<file path="config.mk">
export PLATFORM = sky130hd
export DESIGN_NAME = bcdop_port
export DESIGN_NICKNAME = d
export VERILOG_FILES = /design/src/inc/bcdop_pkg.sv /design/src/rtl/bcdop_port.sv
export SDC_FILE = /design/constraint.sdc
export NUM_CORES = 1
export LEC_CHECK = 0
export BUFFER_PORTS_ARGS = -buffer_cell sky130_fd_sc_hd__buf_2
export CAP_MARGIN = 15
export CORE_UTILIZATION = 45
export CTS_CLUSTER_DIAMETER = 60
export DETAILED_ROUTE_END_ITERATION = 8
export GPL_ROUTABILITY_DRIVEN = 0
export PLACE_DENSITY = 0.58
export SETUP_SLACK_MARGIN = 0.1
export SYNTH_ARGS = -nofsm -noshare
export SYNTH_HDL_FRONTEND = slang
export SYNTH_SLANG_ARGS = --single-unit
</file>
<file path="constraint.sdc">
create_clock -name clk_i -period 5.4 [get_ports clk_i]
set_input_delay 0.54 -clock clk_i [delete_from_list [all_inputs] [get_ports clk_i]]
set_output_delay 0.54 -clock clk_i [all_outputs]
set_load 0.03 [all_outputs]
</file>
<file path="src/inc/bcdop_pkg.sv">
// Summary of operation
// - After a request rising edge the value goes on the data lines and valid rises in the same cycle, 30 ms plus a few synchroniser cycles later.
// - In single output valid falls 40 ms after rising and the data lines clear 16 ms later.
// - While the request stays high a fresh value is presented every 64 ms.
// - A hold during a changeover yields the old or new value, never a low gap on the data lines.
package bcdop_pkg;

	// ****************************************
	// Timing
	// ****************************************
	localparam int unsigned CLK_HZ        = 100_000_000;
	localparam int unsigned CYC_PER_MS    = CLK_HZ / 1000;
	localparam int unsigned SETUP_MS      = 30;
	localparam int unsigned VALID_MS      = 40;
	localparam int unsigned RELEASE_MS    = 16;
	localparam int unsigned PERIOD_MS     = 64;
	localparam int unsigned SETUP_CYC     = SETUP_MS * CYC_PER_MS;
	localparam int unsigned VALID_CYC     = VALID_MS * CYC_PER_MS;
	localparam int unsigned RELEASE_CYC   = RELEASE_MS * CYC_PER_MS;
	localparam int unsigned PERIOD_CYC    = PERIOD_MS * CYC_PER_MS;
	localparam int          CNT_W         = 23;

	// ****************************************
	// Data path
	// ****************************************
	localparam int          DATA_W        = 24;
	localparam int          FIFO_DEPTH    = 8;
	localparam logic [DATA_W-1:0] DATA_IDLE = 24'h00_0000;

	typedef enum logic [2:0] {
		BCDOP_IDLE    = 3'b000,
		BCDOP_SETUP   = 3'b001,
		BCDOP_VALID   = 3'b010,
		BCDOP_RELEASE = 3'b011,
		BCDOP_CONT    = 3'b100
	} bcdop_state_t;

endpackage

</file>
<file path="src/rtl/bcdop_port.sv">
module bcdop_fifo #(
	parameter int WIDTH = 24,
	parameter int DEPTH = 8
) (
	input  wire logic             clk_i,    // Clock
	input  wire logic             rst_i,    // Sync reset
	input  wire logic [WIDTH-1:0] s_data_i, // Write data
	input  wire logic             s_valid_i,// Write valid
	output logic                  s_ready_o,// Not full
	output logic      [WIDTH-1:0] m_data_o, // Head word
	output logic                  m_valid_o,// Not empty
	input  wire logic             m_ready_i // Pop
);
	localparam int AW = $clog2(DEPTH);

	// ****************************************
	// Pointers and level
	// ****************************************
	typedef struct packed {
		logic [AW-1:0] wp;
		logic [AW-1:0] rp;
		logic [AW:0]   cnt;
	} bcdop_fifo_st_t;

	bcdop_fifo_st_t      st_ff;
	bcdop_fifo_st_t      nxt_st;
	logic [WIDTH-1:0]    mem_ff [DEPTH];
	logic                push;
	logic                pop;

	// ****************************************
	// Flags and head word
	// ****************************************
	assign s_ready_o = (st_ff.cnt != (AW+1)'(DEPTH));
	assign m_valid_o = (st_ff.cnt != '0);
	assign m_data_o  = mem_ff[st_ff.rp];
	assign push      = s_valid_i && s_ready_o;
	assign pop       = m_ready_i && m_valid_o;

	// ****************************************
	// Pointer and level update
	// ****************************************
	always_comb begin
		nxt_st = st_ff;
		if (push) begin
			nxt_st.wp = st_ff.wp + 1'b1;
		end
		if (pop) begin
			nxt_st.rp = st_ff.rp + 1'b1;
		end
		nxt_st.cnt = st_ff.cnt + (AW+1)'(push) - (AW+1)'(pop);
		// Storage is not cleared; the level alone marks it empty
		if (rst_i) begin
			nxt_st = '0;
		end
	end

	// ****************************************
	// Registers and storage
	// ****************************************
	always_ff @(posedge clk_i) begin
		st_ff <= nxt_st;
		if (push) begin
			mem_ff[st_ff.wp] <= s_data_i;
		end
	end
endmodule

module bcdop_port
	import bcdop_pkg::*;
#(
	parameter int unsigned CYC_PER_MS_P = CYC_PER_MS
) (
	input  wire logic              clk_i,        // 100 MHz clock
	input  wire logic              rst_i,        // Sync reset, high
	input  wire logic              request_i,    // Request pin from reader
	input  wire logic              hold_i,       // Hold pin, freezes value
	input  wire logic [DATA_W-1:0] meas_data_i,  // Measurement, BCD digits
	input  wire logic              meas_valid_i, // Measurement offered
	output logic                   meas_ready_o, // FIFO has room
	output logic      [DATA_W-1:0] bcd_data_o,   // BCD data lines
	output logic                   data_valid_o  // Data-qualified strobe
);
	// ****************************************
	// Interval lengths in clock cycles
	// ****************************************
	// Counts scale with CYC_PER_MS_P so a bench may shorten them
	localparam int unsigned SETUP_N   = SETUP_MS * CYC_PER_MS_P;
	localparam int unsigned VALID_N   = VALID_MS * CYC_PER_MS_P;
	localparam int unsigned RELEASE_N = RELEASE_MS * CYC_PER_MS_P;
	localparam int unsigned PERIOD_N  = PERIOD_MS * CYC_PER_MS_P;

	// ****************************************
	// State record
	// ****************************************
	typedef struct packed {
		logic [1:0]        req_sync;
		logic [1:0]        hold_sync;
		logic              req_prev;
		bcdop_state_t      state;
		logic [CNT_W-1:0]  cnt;
		logic [DATA_W-1:0] latest;
		logic [DATA_W-1:0] data;
		logic              valid;
	} bcdop_st_t;

	bcdop_st_t         st_ff;
	bcdop_st_t         nxt_st;
	logic [DATA_W-1:0] head;
	logic              head_valid;
	logic              req;
	logic              hold;

	// ****************************************
	// Measurement buffer
	// ****************************************
	bcdop_fifo #(
		.WIDTH (DATA_W),
		.DEPTH (FIFO_DEPTH)
	) u_fifo (
		.clk_i     (clk_i),
		.rst_i     (rst_i),
		.s_data_i  (meas_data_i),
		.s_valid_i (meas_valid_i),
		.s_ready_o (meas_ready_o),
		.m_data_o  (head),
		.m_valid_o (head_valid),
		.m_ready_i (!hold)
	);

	// ****************************************
	// Synchronised pins and outputs
	// ****************************************
	assign req          = st_ff.req_sync[1];
	assign hold         = st_ff.hold_sync[1];
	assign bcd_data_o   = st_ff.data;
	assign data_valid_o = st_ff.valid;

	always_comb begin
		// ****************************************
		// Synchronisers, edge memory, free counter
		// ****************************************
		nxt_st           = st_ff;
		nxt_st.req_sync  = {st_ff.req_sync[0], request_i};
		nxt_st.hold_sync = {st_ff.hold_sync[0], hold_i};
		nxt_st.req_prev  = req;
		nxt_st.cnt       = st_ff.cnt + 1'b1;
		// ****************************************
		// Latest value; frozen while hold is active
		// ****************************************
		if (head_valid && !hold) begin
			nxt_st.latest = head;
		end

		// ****************************************
		// Output sequencer
		// ****************************************
		unique case (st_ff.state)
			BCDOP_IDLE: begin
				nxt_st.cnt   = '0;
				nxt_st.data  = DATA_IDLE;
				nxt_st.valid = 1'b0;
				if (req && !st_ff.req_prev) begin
					nxt_st.state = BCDOP_SETUP;
				end
			end
			BCDOP_SETUP: begin
				if (st_ff.cnt == CNT_W'(SETUP_N - 1)) begin
					nxt_st.data  = st_ff.latest;
					nxt_st.valid = 1'b1;
					nxt_st.cnt   = '0;
					nxt_st.state = BCDOP_VALID;
				end
			end
			BCDOP_VALID: begin
				if (req) begin
					// Counter runs on so the first refresh is one period after the strobe
					nxt_st.state = BCDOP_CONT;
				end else if (st_ff.cnt == CNT_W'(VALID_N - 1)) begin
					nxt_st.valid = 1'b0;
					nxt_st.cnt   = '0;
					nxt_st.state = BCDOP_RELEASE;
				end
			end
			BCDOP_CONT: begin
				nxt_st.valid = 1'b1;
				if (!req) begin
					nxt_st.cnt   = '0;
					nxt_st.state = BCDOP_VALID;
				end else if (st_ff.cnt == CNT_W'(PERIOD_N - 1)) begin
					// Data swaps directly, no low gap
					nxt_st.data = st_ff.latest;
					nxt_st.cnt  = '0;
				end
			end
			BCDOP_RELEASE: begin
				if (st_ff.cnt == CNT_W'(RELEASE_N - 1)) begin
					nxt_st.data  = DATA_IDLE;
					nxt_st.state = BCDOP_IDLE;
				end
			end
			default: begin
				nxt_st.state = BCDOP_IDLE;
			end
		endcase

		// ****************************************
		// Synchronous reset
		// ****************************************
		if (rst_i) begin
			nxt_st       = '0;
			nxt_st.state = BCDOP_IDLE;
			nxt_st.data  = DATA_IDLE;
		end
	end

	// ****************************************
	// State register
	// ****************************************
	always_ff @(posedge clk_i) begin
		st_ff <= nxt_st;
	end
endmodule

</file>
# After elaboration in Yosys (flattened, before gate mapping)
# Memories as Yosys holds them, arrays and structs flattened. A register that Yosys moved wholly into a read port is not among the register bits.
# Index checks and enable logic that the tools add are counted.
# W data, S select, Z words.
# op_classes
n_addsub	5
n_eq_ne	18
n_mux	21
n_reduce_logical	12
# ops
op	count
$pmux W24 S4	1
$pmux W23 S4	1
$mux W24	3
$mux W23	3
$mux W26	2
$eq A23 B22 Y1 const B	2
$mux W25	1
$add A23 B1 Y23 const B	1
$eq A23 B21 Y1 const B	1
$eq A23 B23 Y1 const B	1
$ne A2 B2 Y1 const B	8
$pmux W3 S5	1
$mux W3	4
$reduce_bool A4 Y1	3
$reduce_and A5 Y1	2
$add A3 B1 Y3 const B	2
$eq A3 B2 Y1 const B	2
$add A4 B1 Y4	1
$mux W1	4
$ne A4 B4 Y1 const B	1
$pmux W1 S4	1
$reduce_and A4 Y1	1
$sub A4 B1 Y4	1
$eq A3 B1 Y1 const B	1
other kinds (5)	8
# totals
ff_bits	66
ram_bits	192
inputBits	29
out_inout_bits	26
elab_cells	67
memories	1
# memory_table
memory	words	width	rd	rd_ports_with_merged_regs	write_ports	line	text
u_fifo.mem_ff	8	24	1	1	1	bcdop_port.sv:27	logic [WIDTH-1:0] mem_ff [DEPTH];

# Depth between registers and ports, before layout
# depth
ltp_word	4
ltp_mapped	11
ltp_nobuf	10

# Cells and area by module
# Synthesis repeated with hierarchy kept, for this count alone.
# unflattened
cells_unflattened	732
area_unflattened_um2	11422.2
# modules_own_cells
module	n_inst	cells_per_inst	area_each_um2	seq_area_each_um2
bcdop_fifo	1	357	7986.4	6025.8
bcdop_port	1	375	3435.8	1601.5

# Worst setup path after synthesis
# No wires, ideal clock.
# synth_timing
path_type	reg2reg
startpoint	register u_fifo.st_ff[2] (netlist bit)
endpoint	memory u_fifo.mem_ff[0][0], enable pin
setup_ns	0.435
t_arrival_ns	2.946
required_time_ns	4.965
slack_ns	2.019
path_stages_with_launch	8
path_buffers	1
period_less_slack_ns	3.381
path_cell_list	dfxtp_1 -> inv_1 -> ha_1 -> nand2_1 -> and2_1 -> clkbuf_1 -> nand2b_1 -> nor3_1
# synth_via
elab_chain_len	4
# synth_rtl
element	line	text
start: declaration	bcdop_port.sv:25	bcdop_fifo_st_t st_ff;
start signal: assignment	bcdop_port.sv:62	st_ff <= nxt_st;
$ne A4 B4 Y1	bcdop_port.sv:34	assign s_ready_o = (st_ff.cnt != (AW+1)'(DEPTH));
via meas_ready_o	bcdop_port.sv:80	output logic meas_ready_o,
$logic_and A1 B1 Y1	bcdop_port.sv:37	assign push = s_valid_i && s_ready_o;
via u_fifo.push	bcdop_port.sv:28	logic push;
$mux W1	bcdop_port.sv:63	if (push) begin
$mux W1 (implied by the code)	bcdop_port.sv:64	mem_ff[st_ff.wp] <= s_data_i;
end: declaration	bcdop_port.sv:27	
# The timed path passes the listed nets, and every way through them passes these cells.

# Worst setup path after layout
# layout_timing
startpoint	register st_ff[49] (netlist bit)
endpoint	register st_ff (netlist bit bcd_data_o[20])
# layout_via
elab_chain_len	3
word_cells_on_any_way	7
classes_between	eq/ne (6); reduce/logical (1)
# layout_rtl
element	line	text
start: declaration	bcdop_port.sv:107	bcdop_st_t st_ff;
start signal: assignment	bcdop_port.sv:221	st_ff <= nxt_st;
$eq A23 B23 Y1, or another cell as far along	bcdop_port.sv:190	end else if (st_ff.cnt == CNT_W'(PERIOD_N - 1)) begin
$ne A2 B2 Y1 (no line)	n/a	
$reduce_and A5 Y1 (no line) (*)	n/a	
# Mark *: on every way between the ends. The rest lies on a longest branch, timed or not.
# A chain may end at the register's enable or synchronous reset.

==> metrics.csv <==
metric,value,unit
PnR worst setup slack,2571,ps
Global Route Usage Sum,17.38,%
static leakage,4.114,nW
Startpoint Class,flip-flop,
P per Cell Area,450.5,nW/um^2
Hold Path Cell Cnt,2,
hold buffers post-CTS,0,
mapped cell area,11010,um^2
CTS buffer count,30,
global-route wire length before repair,32410,um
vias in the first global route,5718,
area grow syn2layout,12.64,%
top_reg_cell synth,edfxtp_1,
io pins,55,
worst-case clock skew,15.98,ps
largest stage delay on the critical path,630,ps
final hold vios,0,
Final Setup Violations,0,
Tmin final,2829,ps
Skew-Pair Late Insertion Delay,550,ps
Overflow after GRT,0,
worst-margin pin slew,1064,ps
core area,23750,um^2
CP Cell Sequence,"ha_1, nand3_1, or4_4, or3_4, a31oi_4, a21oi_2, a22o_1",
worst vdd ir,0.0002062,V
CTS sink cnt,282,
Register Area,7572,um^2
"count leader, synth",edfxtp_1,
Place WS,2592,ps
HPWL after detailed placement,12200,um
Longest Clk Path Bufs,3,
Synth top cells by count,"edfxtp_1, dfxtp_1, nor2_1",
setup repair bufs after CTS,0,
Synthesis Warnings,0,
CP endpoint kind,flip-flop,
die area,25100,um^2
post-synth net total,733,
Max transition margin,29.07,%
ys async rst share,0,%
reg2reg path depth,7,
FMAX,353.5,MHz
unrepaired setup endpoints after global routing,false,
DRT iter0 DRCs,423,
sequential area share after synthesis,68.74,%
FP Rows,56,
largest net degree at the start of global routing,53,
fin. max-slew vios,0,
Synth area leader,edfxtp_1,
Root Buffer,clkbuf_16,
TritonCTS clock tree,yes,
Worst Path Arrival,3260,ps
Total Nets Final,765,
drt total wl,21200,um
slowest CP cell,or4_4,
Yosys top cell area share,52.37,%
Crit path required time,5830,ps
H-Tree Depth,1,
area of the multi-input gates,3139,um^2
#FFs+latches synth,282,
DR DRC count,0,
Pre-Repair DR Iteration Count,5,
input/output buffers,54,
CP max FO,24,
Avg WL per Cell,19.83,um
maxcap violations,0,
post-synthesis average cell area,15.86,um^2
Initial Util,46.35,%
synthesized instance count,694,
Final TNS setup,0,ps
outcome,completed,
Via density,5.354,
Die Wd,158.4,um
CTS clock-pin slew for the worst setup and hold paths,60,ps
CTS resizes,0,
CP Class,reg -> reg,
antenna violations before repair,3,
DR vias,5723,
Cell variety after synth,52,
Final Cycle Share,52.39,%
fillers,1974,
Post-DRT Antenna Nets,0,
Synth area leaders,"edfxtp_1, dfxtp_1, mux4_2, nor2_1, mux2i_1",
Die Ht,158.4,um
layout cells sized above 1,22.16,%
Post-synth EDFFs,192,
worst hold path class,in -> reg,
path summary, 6_finish.rpt:
| check | from | end | slack (ps) |
|---|---|---|---|
| setup reg to reg | st_ff[49] | bcd_data_o[20] | 2570 |
| setup / recovery | st_ff[49] | bcd_data_o[20] | 2570 |
| hold / removal | request_i | st_ff[78] | 210 |
| hold reg to reg | st_ff[78] | req | 440 |
worst max-delay path, delay by kind of cell (launching register included):
| kind | cells | cell delay, ps |
|---|---|---|
| simple gates | 3 | 1290 |
| compound gates | 3 | 810 |
| flops | 1 | 380 |
| fa+ha+maj | 1 | 220 |
power breakdown:
group          leakage (nW)  internal, W  switching [W]
combinational          1.18     0.000468       0.000509
sequential             2.48      0.00250       0.000170
clock                 0.454      0.00113       0.000804
state kept, by name, indices dropped and copies added (netlist names):
name	cells
data_valid_o	1
st_ff	53
req	1
bcd_data_o	24
u_fifo.st_ff	10
u_fifo.mem_ff	192
hold	1
logic make-up (layout without fill, tap and decap cells):
group	after synthesis	in the layout	synth area share, %
DFF	282	282	68.74
and+or+nand+nor	161	161	7.353
muxes	74	74	12.18
buffers and inverters	71	126	3.409
AOI/OAI and AO/OA	68	68	4.887
xor gates and xnor gates	28	28	2.228
adders and majority gates	10	10	1.205
other	0	1	0
layout by cell type, fill, tap and decap left out, drive strengths merged, types with 8 or more instances in the layout:
cell type	synthesis	final
a211oi	25	25
a21oi	8	8
a22o	24	24
and3	8	8
buf	36	60
clkbuf	24	37
clkinv	0	14
dfxtp	90	90
edfxtp	192	192
ha	9	9
inv	11	11
mux2i	26	26
mux4	48	48
nand2	20	20
nand3	8	8
nor2	74	74
nor2b	9	9
nor3	9	9
xnor2	14	14
xor2	14	14
routing by layer:
layer,routed length [um],up-vias,track usage (%)
met4,354,2,4.441
met5,11,-,0
met3,1141,34,3.484
met2,10310,133,29.45
li1,-,2693,-
met1,9376,2861,22.87
cell type report:
type | count | share of cell area, %
clock inverter | 18 | 1.070
tap | 319 | 3.219
sequential | 282 | 61.06
inverter | 11 | 0.3330
multi-input combinational | 341 | 25.32
antenna | 1 | 0.02018
clock buffer | 37 | 6.437
timing repair buffer | 60 | 2.543
stage by stage:
| step | cell area [um^2] | std cells | hold slack (ps) | power (W) | util (%) |
|---|---|---|---|---|---|
| after floorplan | 11010 | 694 | 413.8 | 0.003421 | - |
| after global placement | 11470 | 1013 | 416.6 | 0.003678 | 48.28 |
| after detailed placement | 11470 | 1013 | 424.7 | 0.003717 | 48.28 |
| after CTS | 12400 | 1068 | 189.4 | 0.005649 | 52.20 |
| after global routing | 12400 | 1068 | 203.3 | 0.005837 | 52.20 |
| final | 12400 | 1069 | 206.7 | 0.005586 | 52.21 |
No activity file was read; power rests on OpenSTA's default activity.
